[config.mk]
export PLATFORM = sky130hd
export DESIGN_NAME = fssc_ctrl
export DESIGN_NICKNAME = d
export VERILOG_FILES = /design/src/rtl/fssc_pkg.sv /design/src/rtl/fssc_tmr_if.sv /design/src/rtl/fssc_ctrl.sv /design/src/rtl/fssc_timer.sv
export VERILOG_INCLUDE_DIRS = /design/src /design/src/rtl
export SDC_FILE = /design/constraint.sdc
export NUM_CORES = 1
export LEC_CHECK = 0
export ABC_AREA = 1
export BUFFER_PORTS_ARGS = -buffer_cell sky130_fd_sc_hd__buf_2
export CAP_MARGIN = 5
export CORE_MARGIN = 3
export CORE_UTILIZATION = 35
export DETAILED_ROUTE_END_ITERATION = 7
export PLACE_DENSITY = 0.57
export SYNTH_ARGS = -nofsm -noshare
export SYNTH_HDL_FRONTEND = slang
export SYNTH_HIERARCHICAL = 1
export SYNTH_SLANG_ARGS = --single-unit
[constraint.sdc]
create_clock -name sys_clk -period 7 [get_ports sys_clk]
set_clock_uncertainty 0.2 [all_clocks]
set_input_delay 0.35 -clock sys_clk [delete_from_list [all_inputs] [get_ports sys_clk]]
set_output_delay 0.35 -clock sys_clk [all_outputs]
set_load 0.1 [all_outputs]
[src/rtl/fssc_regs.svh]
// Constants of the fail-safe system controller: times, codes, indices.
// Assumes a single 10 MHz oscillator clock for all logic.
//
// Contract
// RULE1: Slow oscillator forces fail-safe at once.
// RULE2: Reset line stuck high 128 ms: fail-safe.
// RULE3: Reset line low 256 ms after release.
// RULE4: Reset falling edge in restart init: fail-safe.
// RULE5: Restart init not done in 256 ms.
// RULE6: Restart bad code or SPI count: fail-safe.
// RULE7: Start-up supply low 256 ms: fail-safe.
// RULE8: Restart supply low after release: fail-safe.
// RULE9: Fail-safe exit on bus or wake edge.
// RULE10: Fail-safe exit: start-up, supply on, long pulse.
// RULE11: Power-on: start-up with long pulse.
// RULE12: External reset edge: start-up, user length.
// RULE13: Supply undervoltage: start-up, user length.
// RULE14: Host init write selects normal or flash.
// RULE15: Sleep wakes to start-up on events.
// RULE16: Long external reset hold: fail-safe.
// RULE17: Long undervoltage after reset: fail-safe.
// RULE18: Standby bad code: start-up.
// RULE19: Standby reset option wake events: start-up.
// RULE20: Interrupt unserved 256 ms: start-up.
// RULE21: Restart entry always uses long pulse.
// RULE22: Mode register; fail-safe has top priority.
`ifndef FSSC_REGS_SVH
`define FSSC_REGS_SVH

`define FSSC_CLK_KHZ 10000
`define FSSC_T_CLHI_MS 128
`define FSSC_T_TMO_MS 256
`define FSSC_T_LONG_RST_MS 20
`define FSSC_T_SHORT_RST_MS 2
`define FSSC_T_HOLD_MS 512
`define FSSC_TW 23
`define FSSC_NT 7
`define FSSC_TM_PULSE 0
`define FSSC_TM_CLHI 1
`define FSSC_TM_CLLO 2
`define FSSC_TM_INIT 3
`define FSSC_TM_UV 4
`define FSSC_TM_HOLD 5
`define FSSC_TM_INT 6
`define FSSC_NS 8
`define FSSC_S_OSC 0
`define FSSC_S_LINE 1
`define FSSC_S_UV 2
`define FSSC_S_CAN 3
`define FSSC_S_LIN 4
`define FSSC_S_WAKE 5
`define FSSC_S_WSF 6
`define FSSC_S_CUR 7
`define FSSC_CODE_INIT_NORMAL 3'h1
`define FSSC_CODE_INIT_FLASH 3'h2
`define FSSC_CODE_STANDBY 3'h3
`define FSSC_CODE_SLEEP 3'h4
`define FSSC_CODE_NORMAL 3'h5

`endif

[src/rtl/fssc_pkg.sv]
// Types of the fail-safe system controller.
// Assumes nothing of its surroundings.
package fssc_pkg;
  typedef enum logic [2:0] {
    FAILSAFE = 3'h0,
    STARTUP = 3'h1,
    RESTART = 3'h2,
    NORMAL = 3'h3,
    STANDBY = 3'h4,
    SLEEP = 3'h5,
    FLASH = 3'h6
  } fssc_mode_t;
  typedef enum logic [2:0] {
    SRC_POR = 3'h0,
    SRC_EXT = 3'h1,
    SRC_UV = 3'h2,
    SRC_WDG = 3'h3,
    SRC_WAKE = 3'h4,
    SRC_INT = 3'h5,
    SRC_MODE = 3'h6,
    SRC_FAIL = 3'h7
  } fssc_src_t;
endpackage

[src/rtl/fssc_tmr_if.sv]
// Link between the mode controller and one of its interval timers.
// Assumes both ends run on the same clock.
`timescale 1ns/1ns
`include "fssc_regs.svh"
interface fssc_tmr_if;
  logic run;
  logic clear;
  logic [`FSSC_TW-1:0] limit;
  logic expired;
  modport ctrl (output run, output clear, output limit, input expired);
  modport tmr (input run, input clear, input limit, output expired);
endinterface

[src/rtl/fssc_ctrl.sv]
// Mode controller: fail-safe entry and exit, reset pulse sequencing.
// Assumes pin and analog monitor inputs are asynchronous; SPI, watchdog
// and interrupt inputs come from logic on sys_clk.
`timescale 1ns/1ns
`include "fssc_regs.svh"
module fssc_ctrl #(
  parameter int unsigned CLHI_CYC = `FSSC_T_CLHI_MS * `FSSC_CLK_KHZ,
  parameter int unsigned TMO_CYC = `FSSC_T_TMO_MS * `FSSC_CLK_KHZ,
  parameter int unsigned LONG_RST_CYC =
    `FSSC_T_LONG_RST_MS * `FSSC_CLK_KHZ,
  parameter int unsigned SHORT_RST_CYC =
    `FSSC_T_SHORT_RST_MS * `FSSC_CLK_KHZ,
  parameter int unsigned HOLD_CYC = `FSSC_T_HOLD_MS * `FSSC_CLK_KHZ
) (
  input wire logic sys_clk,
  input wire logic rst,
  input wire logic oscSlow,
  input wire logic hostResetLineNIn,
  input wire logic mcuSupplyUv,
  input wire logic canWake,
  input wire logic linWake,
  input wire logic localWakeN,
  input wire logic wakeSwitchSupplyFault,
  input wire logic supplyCurrentHigh,
  input wire logic wakeSwitchSupplyOn,
  input wire logic wdgTimeout,
  input wire logic wdgOff,
  input wire logic modeWrStb,
  input wire logic [2:0] modeCode,
  input wire logic spiCountErr,
  input wire logic swDevMode,
  input wire logic resetOption,
  input wire logic userPulseLong,
  input wire logic intPending,
  output fssc_pkg::fssc_mode_t modeState,
  output logic hostResetLineN,
  output logic mcuSupplyEn,
  output logic pulseLong,
  output fssc_pkg::fssc_src_t resetSource
);
  localparam int CW = `FSSC_TW;

  fssc_pkg::fssc_mode_t mode_q, mode_d;
  fssc_pkg::fssc_src_t src_q, src_d;
  logic hostResetLineN_q;
  logic mcuSupplyEn_q;
  logic pulseLong_q, pulseLong_d;
  logic enter;
  logic failNow;
  logic [`FSSC_NS-1:0] syncA_q, syncB_q, prev_q;
  logic [`FSSC_NT-1:0] tRun, tExp;
  logic [CW-1:0] tLim [`FSSC_NT];
  logic lineHi, lineFall, wakeFall, busAct, uv, released;
  logic wrBad, wrInitN, wrInitF;

  // Codes outside the defined set are a host fault
  function automatic logic badCode(input logic [2:0] c);
    return !(c == `FSSC_CODE_INIT_NORMAL || c == `FSSC_CODE_INIT_FLASH ||
             c == `FSSC_CODE_STANDBY || c == `FSSC_CODE_SLEEP ||
             c == `FSSC_CODE_NORMAL);
  endfunction

  // Two stages before use; edges compare the second stage with a third (prev_q)
  always_ff @(posedge sys_clk) begin
    if (rst) begin
      syncA_q <= '0;
      syncB_q <= '0;
      prev_q <= '0;
    end else begin
      syncA_q <= {supplyCurrentHigh, wakeSwitchSupplyFault, localWakeN,
                  linWake, canWake, mcuSupplyUv, hostResetLineNIn,
                  oscSlow};
      syncB_q <= syncA_q;
      prev_q <= syncB_q;
    end
  end

  assign lineHi = syncB_q[`FSSC_S_LINE];
  assign lineFall = prev_q[`FSSC_S_LINE] && !syncB_q[`FSSC_S_LINE];
  assign wakeFall = prev_q[`FSSC_S_WAKE] && !syncB_q[`FSSC_S_WAKE];
  assign busAct = syncB_q[`FSSC_S_CAN] || syncB_q[`FSSC_S_LIN];
  assign uv = syncB_q[`FSSC_S_UV];
  assign released = hostResetLineN_q;
  assign wrBad = modeWrStb && badCode(modeCode);
  assign wrInitN = modeWrStb && modeCode == `FSSC_CODE_INIT_NORMAL;
  assign wrInitF = modeWrStb && modeCode == `FSSC_CODE_INIT_FLASH;

  // Timer run conditions and limits
  always_comb begin
    tRun = '0;
    tRun[`FSSC_TM_PULSE] = !released &&
      (mode_q == fssc_pkg::STARTUP || mode_q == fssc_pkg::RESTART);
    tRun[`FSSC_TM_CLHI] = !released && lineHi &&
      (mode_q == fssc_pkg::STARTUP || mode_q == fssc_pkg::STANDBY ||
       mode_q == fssc_pkg::SLEEP);
    tRun[`FSSC_TM_CLLO] = released && !lineHi &&
      (mode_q == fssc_pkg::STARTUP || mode_q == fssc_pkg::RESTART);
    tRun[`FSSC_TM_INIT] = released && lineHi &&
      (mode_q == fssc_pkg::STARTUP || mode_q == fssc_pkg::RESTART);
    tRun[`FSSC_TM_UV] = uv && mode_q == fssc_pkg::STARTUP;
    tRun[`FSSC_TM_HOLD] = mode_q == fssc_pkg::STARTUP &&
      ((src_q == fssc_pkg::SRC_EXT && !lineHi) ||
       (src_q == fssc_pkg::SRC_UV && uv));
    tRun[`FSSC_TM_INT] = intPending &&
      (mode_q == fssc_pkg::NORMAL || mode_q == fssc_pkg::STANDBY ||
       mode_q == fssc_pkg::FLASH);
    tLim[`FSSC_TM_PULSE] = pulseLong_q ? CW'(LONG_RST_CYC) :
      CW'(SHORT_RST_CYC);
    tLim[`FSSC_TM_CLHI] = CW'(CLHI_CYC);
    tLim[`FSSC_TM_CLLO] = CW'(TMO_CYC);
    tLim[`FSSC_TM_INIT] = CW'(TMO_CYC);
    tLim[`FSSC_TM_UV] = CW'(TMO_CYC);
    tLim[`FSSC_TM_HOLD] = CW'(HOLD_CYC);
    tLim[`FSSC_TM_INT] = CW'(TMO_CYC);
  end

  fssc_tmr_if tb [`FSSC_NT] ();

  generate
    for (genvar g = 0; g < `FSSC_NT; g++) begin : gTmr
      assign tb[g].run = tRun[g];
      // Start-up re-entry keeps the hold and supply-low counts running
      assign tb[g].clear = enter && (mode_d != mode_q);
      assign tb[g].limit = tLim[g];
      assign tExp[g] = tb[g].expired;
      fssc_timer uTmr (
        .sys_clk(sys_clk),
        .rst(rst),
        .bus(tb[g])
      );
    end
  endgenerate

  // Fail-safe causes, outranking every other transition
  always_comb begin
    failNow = 1'b0;
    // RULE1: oscillator too slow
    if (syncB_q[`FSSC_S_OSC] && mode_q != fssc_pkg::FAILSAFE) begin
      failNow = 1'b1;
    end
    // RULE2: line clamped high
    if (tExp[`FSSC_TM_CLHI]) begin
      failNow = 1'b1;
    end
    // RULE3: line clamped low
    if (tExp[`FSSC_TM_CLLO]) begin
      failNow = 1'b1;
    end
    // RULE16: long external hold
    // RULE17: long undervoltage
    if (tExp[`FSSC_TM_HOLD]) begin
      failNow = 1'b1;
    end
    // RULE7: supply low too long
    if (tExp[`FSSC_TM_UV]) begin
      failNow = 1'b1;
    end
    if (mode_q == fssc_pkg::RESTART) begin
      // RULE4: edge during init
      if (released && lineFall) begin
        failNow = 1'b1;
      end
      // RULE5: init timeout, unless development
      if (tExp[`FSSC_TM_INIT] && !swDevMode) begin
        failNow = 1'b1;
      end
      // RULE6: bad code or frame length
      if (spiCountErr || (modeWrStb && !wrInitN)) begin
        failNow = 1'b1;
      end
      // RULE8: supply low after release
      if (released && uv) begin
        failNow = 1'b1;
      end
    end
  end

  // Next mode
  always_comb begin
    logic toUser;
    logic toLong;
    logic toRestart;
    fssc_pkg::fssc_src_t why;
    toUser = 1'b0;
    toLong = 1'b0;
    toRestart = 1'b0;
    why = src_q;
    mode_d = mode_q;
    enter = 1'b0;
    src_d = src_q;
    pulseLong_d = pulseLong_q;
    // RULE22: fail-safe first
    if (failNow) begin
      mode_d = fssc_pkg::FAILSAFE;
      enter = 1'b1;
      src_d = fssc_pkg::SRC_FAIL;
    end else begin
      unique case (mode_q)
        fssc_pkg::FAILSAFE: begin
          // RULE9: wake with running oscillator
          if (!syncB_q[`FSSC_S_OSC] && (busAct || wakeFall)) begin
            toLong = 1'b1;
            why = fssc_pkg::SRC_WAKE;
          end
        end
        fssc_pkg::STARTUP: begin
          // RULE13: undervoltage restarts the pulse
          if (uv && released && lineHi) begin
            toUser = 1'b1;
            why = fssc_pkg::SRC_UV;
          end else if (released) begin
            // RULE14: host init selects the mode
            if (wrInitN) begin
              mode_d = fssc_pkg::NORMAL;
              enter = 1'b1;
            end else if (wrInitF) begin
              mode_d = fssc_pkg::FLASH;
              enter = 1'b1;
            end else if (modeWrStb || spiCountErr || lineFall ||
                         tExp[`FSSC_TM_INIT]) begin
              toRestart = 1'b1;
            end
          end
        end
        fssc_pkg::RESTART: begin
          // RULE12: external edges ignored here
          // RULE13: undervoltage ignored here
          if (released && wrInitN) begin
            mode_d = fssc_pkg::NORMAL;
            enter = 1'b1;
          end
        end
        fssc_pkg::NORMAL, fssc_pkg::FLASH: begin
          // RULE12: external reset edge
          if (lineFall) begin
            toUser = 1'b1;
            why = fssc_pkg::SRC_EXT;
          // RULE13: undervoltage while active
          end else if (uv) begin
            toUser = 1'b1;
            why = fssc_pkg::SRC_UV;
          // RULE20: unserved interrupt
          end else if (tExp[`FSSC_TM_INT]) begin
            toUser = 1'b1;
            why = fssc_pkg::SRC_INT;
          end else if (wdgTimeout) begin
            toUser = 1'b1;
            why = fssc_pkg::SRC_WDG;
          end else if (modeWrStb) begin
            if (mode_q == fssc_pkg::NORMAL &&
                modeCode == `FSSC_CODE_STANDBY) begin
              mode_d = fssc_pkg::STANDBY;
              enter = 1'b1;
            end else if (mode_q == fssc_pkg::NORMAL &&
                         modeCode == `FSSC_CODE_SLEEP) begin
              mode_d = fssc_pkg::SLEEP;
              enter = 1'b1;
            end else if (modeCode != `FSSC_CODE_NORMAL) begin
              toUser = 1'b1;
              why = fssc_pkg::SRC_MODE;
            end
          end
        end
        fssc_pkg::STANDBY: begin
          // RULE12: external reset edge
          if (lineFall) begin
            toUser = 1'b1;
            why = fssc_pkg::SRC_EXT;
          // RULE20: unserved interrupt
          end else if (tExp[`FSSC_TM_INT]) begin
            toUser = 1'b1;
            why = fssc_pkg::SRC_INT;
          // RULE19: wake events win over a sleep request
          end else if (resetOption && (busAct || wakeFall)) begin
            toUser = 1'b1;
            why = fssc_pkg::SRC_WAKE;
          end else if (resetOption && (wdgTimeout ||
                       (wdgOff && syncB_q[`FSSC_S_CUR]))) begin
            toUser = 1'b1;
            why = fssc_pkg::SRC_WDG;
          // RULE18: bad mode code
          end else if (wrBad) begin
            toUser = 1'b1;
            why = fssc_pkg::SRC_MODE;
          end else if (modeWrStb &&
                       modeCode == `FSSC_CODE_NORMAL) begin
            mode_d = fssc_pkg::NORMAL;
            enter = 1'b1;
          end else if (modeWrStb && modeCode == `FSSC_CODE_SLEEP) begin
            mode_d = fssc_pkg::SLEEP;
            enter = 1'b1;
          end
        end
        fssc_pkg::SLEEP: begin
          // RULE15: wake sources
          if (busAct || wakeFall || wdgTimeout ||
              (wakeSwitchSupplyOn && syncB_q[`FSSC_S_WSF])) begin
            toUser = 1'b1;
            why = fssc_pkg::SRC_WAKE;
          end
        end
        default: begin
          mode_d = fssc_pkg::FAILSAFE;
          enter = 1'b1;
        end
      endcase
      if (toUser || toLong) begin
        mode_d = fssc_pkg::STARTUP;
        enter = 1'b1;
        src_d = why;
        // RULE10: long pulse on fail-safe exit
        pulseLong_d = toLong ? 1'b1 : userPulseLong;
      end else if (toRestart) begin
        mode_d = fssc_pkg::RESTART;
        enter = 1'b1;
        src_d = fssc_pkg::SRC_MODE;
        // RULE21: restart always long
        pulseLong_d = 1'b1;
      end
    end
  end

  // RULE11: power-on enters start-up, long pulse
  always_ff @(posedge sys_clk) begin
    if (rst) begin
      mode_q <= fssc_pkg::STARTUP;
      src_q <= fssc_pkg::SRC_POR;
      pulseLong_q <= 1'b1;
    end else begin
      mode_q <= mode_d;
      src_q <= src_d;
      pulseLong_q <= pulseLong_d;
    end
  end

  // Line low on every entry that resets the host; released at pulse end
  always_ff @(posedge sys_clk) begin
    if (rst) begin
      hostResetLineN_q <= 1'b0;
    end else if (enter) begin
      hostResetLineN_q <= !(mode_d == fssc_pkg::STARTUP ||
        mode_d == fssc_pkg::RESTART || mode_d == fssc_pkg::SLEEP ||
        mode_d == fssc_pkg::FAILSAFE);
    end else if (tExp[`FSSC_TM_PULSE]) begin
      hostResetLineN_q <= 1'b1;
    end
  end

  // RULE10: supply back on when leaving fail-safe
  always_ff @(posedge sys_clk) begin
    if (rst) begin
      mcuSupplyEn_q <= 1'b1;
    end else if (enter) begin
      mcuSupplyEn_q <= !(mode_d == fssc_pkg::FAILSAFE ||
        mode_d == fssc_pkg::SLEEP);
    end
  end

  assign modeState = mode_q;
  assign hostResetLineN = hostResetLineN_q;
  assign mcuSupplyEn = mcuSupplyEn_q;
  assign pulseLong = pulseLong_q;
  assign resetSource = src_q;
endmodule

[src/rtl/fssc_timer.sv]
// Interval timer: counts while run holds, flags when limit is reached.
// Assumes run and clear come from logic on the same clock.
`timescale 1ns/1ns
`include "fssc_regs.svh"
module fssc_timer (
  input wire logic sys_clk,
  input wire logic rst,
  fssc_tmr_if.tmr bus
);
  logic [`FSSC_TW-1:0] cnt_q;

  // Saturates so the flag holds until run drops
  always_ff @(posedge sys_clk) begin
    if (rst || bus.clear || !bus.run) begin
      cnt_q <= '0;
    end else if (cnt_q != bus.limit) begin
      cnt_q <= cnt_q + 1'b1;
    end
  end

  assign bus.expired = bus.run && (cnt_q == bus.limit);
endmodule

[Yosys cells after proc, flatten, opt, wreduce, memory -nomap -nowiden]
Cells that the tools add are included.
Operators by class
  $add $sub $neg: 7
  equal/unequal tests: 41
  mux-type cells: 109
  bitwise gates (word level): 1
  reduce and logical (&&, ||, !) cells: 99
Operators by type and width (count)
  $add A23 B1 Y23 const B: 7
  $mux W3: 41
  $eq A23 B22 Y1 const B: 4
  $ne A23 B22 Y1 const B: 4
  $mux W1: 63
  $logic_and A1 B1 Y1: 41
  $ne A8 B7 Y1 const B: 5
  $logic_or A1 B1 Y1: 32
  $pmux W3 S5: 2
  $eq A23 B18 Y1: 1
  $eq A23 B21 Y1 const B: 1
  $eq A23 B23 Y1 const B: 1
  $ne A23 B18 Y1: 1
  $ne A23 B21 Y1 const B: 1
  $ne A23 B23 Y1 const B: 1
  $eq A3 B2 Y1 const B: 6
  $eq A3 B3 Y1 const B: 6
  $mux W18: 1
  $logic_not A1 Y1: 16
  $eq A3 B1 Y1 const B: 4
  $ne A4 B4 Y1 const B: 3
  $reduce_and A10 Y1: 1
  $ne A7 B5 Y1 const B: 1
  $logic_not A3 Y1: 2
  other kinds (9): 12
Storage, ports and cells
  flip-flop bits (word level): 192
  bits of input ports: 22
  output and inout port bits: 9

[Depth between registers and ports, before layout]
  depth in word-level cells: 24
  mapped depth: 26
  gate-level depth less buffers: 24

[Modules after synthesis]
The synthesis kept the hierarchy.
Modules (own cells, without submodules)
  fssc_timer: times used 7, cells an instance 375, area each 2034.5 sq um, sequential area each 460.4 sq um
  fssc_ctrl: times used 1, cells an instance 279, area each 1751.7 sq um, sequential area each 540.5 sq um

[Worst setup path before layout]
No wires, ideal clock.
  path kind: register to register
  from: register mode_q[0] (netlist: modeState[0])
  to: register gTmr[0].uTmr.cnt_q[0]
  data arrival time: 3.713 ns
  required time: 6.736 ns
  path slack: 3.023 ns
  stages on the path, launching flop included: 26
  period minus slack after synthesis: 3.977 ns
  cells stage by stage: dfxtp_1 > buf_4 > nand2_2 > nor2_4 > inv_1 > nand2_1 > inv_1 > nor3_1 > inv_1 > nor2_1 > inv_1 > nor2_1 > nor2_1 > nand3_1 > nand2_1 > nand2_1 > nor2_2 > nand2_4 > inv_4 > nand2_4 > xor2_1 > nand3_1 > nor3_1 > clkbuf_1 > nand2_1 > nor2_1
Between the ends
  longest elaborated chain between the ends: 19
  elaborated cells between the ends (all ways): 105
Ends and longest elaborated chain
  start: declaration: RTL line fssc_ctrl.sv:43  | fssc_pkg::fssc_mode_t mode_q, mode_d;
  start signal: assignment: RTL line fssc_ctrl.sv:326  | mode_q <= fssc_pkg::STARTUP;
  start signal: assignment: RTL line fssc_ctrl.sv:330  | mode_q <= mode_d;
  $eq A3 B1 Y1 or $eq A3 B2 Y1 (tied branches): RTL line fssc_ctrl.sv:99  | (mode_q == fssc_pkg::STARTUP || mode_q == fssc_pkg::RESTART);
  $logic_or A1 B1 Y1 (*): RTL line fssc_ctrl.sv:99
  $logic_and A1 B1 Y1 (*): RTL line fssc_ctrl.sv:98  | tRun[`FSSC_TM_INIT] = released && lineHi &&
  net tb[3].run: RTL line fssc_tmr_if.sv:6  | logic run;
  $logic_and A1 B1 Y1 (*): RTL line fssc_timer.sv:21  | assign bus.expired = bus.run && (cnt_q == bus.limit);
  net tb[3].expired: RTL line fssc_tmr_if.sv:9  | logic expired;
  $logic_or A1 B1 Y1: RTL line fssc_ctrl.sv:219  | end else if (modeWrStb || spiCountErr || lineFall ||
  $mux W1: RTL line fssc_ctrl.sv:219
  (+5 left out)
  $mux W1: RTL line fssc_ctrl.sv:193  | if (failNow) begin
  $mux W3: RTL line fssc_ctrl.sv:313  | end else if (toRestart) begin
  $mux W3: RTL line fssc_ctrl.sv:307  | if (toUser || toLong) begin
  $mux W3: RTL line fssc_ctrl.sv:193
  $ne A3 B3 Y1: RTL line fssc_ctrl.sv:123  | assign tb[g].clear = enter && (mode_d != mode_q);
  $logic_and A1 B1 Y1 (*): RTL line fssc_ctrl.sv:123
  net tb[0].clear: RTL line fssc_tmr_if.sv:7  | logic clear;
  $logic_or A1 B1 Y1 (*) (2 in series): RTL line fssc_timer.sv:14  | if (rst || bus.clear || !bus.run) begin
  end signal: assignment: RTL line fssc_timer.sv:17  | cnt_q <= cnt_q + 1'b1;
  end: declaration: RTL line fssc_timer.sv:10  | logic [`FSSC_TW-1:0] cnt_q;
Mark *: on every way through the listed nets, which the timed path passes. The rest lies on a longest branch. The select of a mux whose other input is x is not followed.
A chain may end at the register's enable or synchronous reset.

[Final worst setup path]
  from: register gTmr[6].uTmr.cnt_q[18]
  to: register gTmr[2].uTmr.cnt_q[14]
Between the ends
  longest elaborated chain between the ends: 14
  elaborated cells between the ends (all ways): 32
Ends and longest elaborated chain
  start: declaration: RTL line fssc_timer.sv:10
  start signal: assignment: RTL line fssc_timer.sv:17
  $eq A23 B22 Y1 (*): RTL line fssc_timer.sv:21
  $logic_and A1 B1 Y1 (*): RTL line fssc_timer.sv:21
  net tb[6].expired: RTL line fssc_tmr_if.sv:9
  $mux W1: RTL line fssc_ctrl.sv:243  | end else if (tExp[`FSSC_TM_INT]) begin
  $mux W1: RTL line fssc_ctrl.sv:239  | end else if (uv) begin
  $mux W1: RTL line fssc_ctrl.sv:235  | if (lineFall) begin
  $pmux W1 S4: RTL line fssc_ctrl.sv:198  | unique case (mode_q)
  $mux W1: RTL line fssc_ctrl.sv:193
  $logic_or A1 B1 Y1: RTL line fssc_ctrl.sv:307
  $mux W3: RTL line fssc_ctrl.sv:307
  $mux W3: RTL line fssc_ctrl.sv:193
  $ne A3 B3 Y1
  $logic_and A1 B1 Y1 (*)
  net tb[0].clear: RTL line fssc_tmr_if.sv:7
  $logic_or A1 B1 Y1 (*) (2 in series): RTL line fssc_timer.sv:14
  end signal: assignment: RTL line fssc_timer.sv:17
  end: declaration: RTL line fssc_timer.sv:10
Marks and branches as above.

==> impl_metrics.tcl <==
set metrics [dict create \
    status "complete, no violations" \
    ant_nets 0 \
    grt_max_degree 31 \
    slowest_delay_ns 0.52 \
    synth_top_area_cell "nand2_1" \
    crit_slowest_cell "nor2_4" \
    cts_resized 0 \
    wire_per_inst_um 10.95 \
    grt_overflow 0 \
    synthToLayoutAreaGrowth_pct 13.57 \
    n_antenna_cell 0 \
    ys_seq_elements 188 \
    fmax_mhz 209.7 \
    power_density_mw_per_mm2 157.7 \
    grt_pass1_wl_mm 70.39 \
    pin_count 31 \
    place_hpwl_mm 28.81 \
    grtUsageTotal_pct 17.51 \
    hold_ws_ns 0.2024 \
    path_common_cell "nand2_1" \
    period_minus_slack_ns 4.769 \
    grt_pass1_vias 15080 \
    synth_warnings 6 \
    clk_pin_slew_ns 0.07 \
    cts-root-buf "clkbuf_16" \
    cts-htree-levels 4 \
    cap_violations 0 \
    cts.path.max_buffers 2 \
    period_share_pct 68.12 \
    mappedNetlistArea_mm2 0.01599 \
    dieHeight_um 219.8 \
    cp-end-kind "register" \
    p_leak_uw 0.007857 \
    crit_type "register to register" \
    synth_top_area_share_pct 24.03 \
    tns_ns 0 \
    crit_path_max_fanout 24 \
    insertion_delay_ns 0.48 \
    arrival_ns 4.99 \
    placementRows 77 \
    slew_headroom_pct 51.68 \
    drcViolationCount 0 \
    syn_inst 2904 \
    crit_required_ns 7.22 \
    setup_viol 0 \
    synthTopCellsByArea "nand2_1 (24%), dfxtp_1 (24%), inv_1 (13%), nor2_1 (11%), nand4_1 (7.7%)" \
    gp_congestion 0.9029 \
    cts_tree "yes" \
    hold_viol 0 \
    drt_iter0_drc 1008 \
    post_synth.cell_area_avg_um2 5.507 \
    rsz0062_at_grt "no" \
    report.final.slew_viol_count 0 \
    via_per_inst 4.391 \
    die-area_mm2 0.04829 \
    die_x_um 219.8 \
    firstDrtPassIters 6 \
    antenna_found_initial 0 \
    worstHoldPathType "register to register" \
    layout.nets 3186 \
    final_common_cell "nand2_1" \
    final_cell_mix "nand2_1 (1,024), inv_1 (548), nor2_1 (465)" \
    vdd_drop_max_mv 0.1295 \
    cts_buffers 17 \
    initial_core_util_pct 35.78 \
    start_kind "register" \
    cp_cell_sequence "inv_2, nand2_1, nand2_1, nor2_1, nand2_1, nor2_4, nand3_4, nor2_1, nor2_1, nand2_1, nor2_1, nand3_1, inv_1, nor3_1, nand2_1, nand2_4, xor2_1, nand3_1, nor3_2, buf_4, nand2_1, nor2_1" \
    portBuffers 30 \
    cts_sinks 188 \
    ys_types 37 \
    fillCellCount 4895 \
    worstMarginPinSlew_ns 0.7232 \
    synth.yosys.seq_area_share_pct 23.53 \
    core_area_mm2 0.04470 \
    post_route_cells_drive_above_1_share_pct 4.986 \
    vias 16520 \
    wl_mm 41.17 \
]
==> sequential cells by signal, indices dropped and copies added (netlist names), 2 cells and up <==
name             count
prev_q               2
syncB_q              8
syncA_q              8
modeState            3
gTmr.uTmr/cnt_q    161
resetSource          3
==> area by class of cell <==
type / count / area [µm²] / area share (%)
clock buffers: 19 / 442.9 / 2.439
clock inverters: 12 / 140.1 / 0.7716
inverters: 582 / 2192 / 12.07
multi-input cells: 2322 / 10590 / 58.31
flip-flops and latches: 188 / 3764 / 20.72
well taps: 592 / 740.7 / 4.078
repair buffers: 46 / 292.8 / 1.612
==> synthesized netlist by cell type, drive strengths merged <==
cell type	count
nand4	198
a41oi	1
conb	2
o31ai	1
o21a	1
nor4	3
xnor2	15
a211oi	1
o211ai	1
a31oi	1
ha	7
nor3	41
nor3b	1
o21ai	9
o2111ai	1
nand2	1035
clkbuf	23
dfxtp	188
nand3	89
xor2	122
inv	582
a21oi	27
nor2	494
buf	61
==> report_power, final <==
part / internal, µW / leakage (µW) / switching, µW
logic: 195 / 0.00607 / 515
registers: 1100 / 0.00152 / 43.2
clock network: 537 / 0.000265 / 479
==> cells by family after synthesis <==
kind of cell | share of synthesized area (%)
other cells | 0.04696
fa+ha+maj | 0.5476
flops | 23.53
compound gates | 1.487
simple gates | 50.03
buf+inv | 16.85
xor+xnor | 7.503
==> timing repair <==
item / in CTS / in global routing
buffers inserted: 0 / 0
hold buffers: 9 / 0
endpoints found under the hold margin: 9 / 0
==> per-stage QoR <==
stage          cell area (µm²)  instances  total power, µW  worst slack, ns  util, %
6_report                 18160       3761             2865            2.231    40.63
3_3_place_gp             17490       3721             1852            2.233    39.12
2_1_floorplan            17010       3176             1690            3.023        -
4_1_cts                  18160       3761             2901            2.241    40.63
5_1_grt                  18160       3761             3027            1.732    40.63
3_5_place_dp             17490       3721             1856            2.266    39.12
==> worst paths after layout <==
path                                             start                      to  slack (ns)  cells after the start
worst max-delay path            gTmr[6].uTmr/cnt_q[18]  gTmr[2].uTmr/cnt_q[14]        2.23                     22
worst min-delay path                        syncA_q[5]              syncB_q[5]        0.20                      2
worst max register to register  gTmr[6].uTmr/cnt_q[18]  gTmr[2].uTmr/cnt_q[14]        2.23                     22
worst min register to register              syncA_q[5]              syncB_q[5]        0.20                      2
==> worst max-delay path: cells and delay by family, from the launching register on <==
family,cells,cell delay (ns)
xor+xnor,1,0.14
buf+inv,3,0.48
simple gates,18,3.40
flops,1,0.47
==> metal layers <==
layer,share of wire (%),vias up,GRT usage [%]
met5,0,-,0
met3,3.9,42,3.185
met2,46,268,29.78
met1,48,7234,22.54
met4,1.6,0,5.344
li1,-,8971,-
No activity file was read; power rests on OpenSTA's default activity.
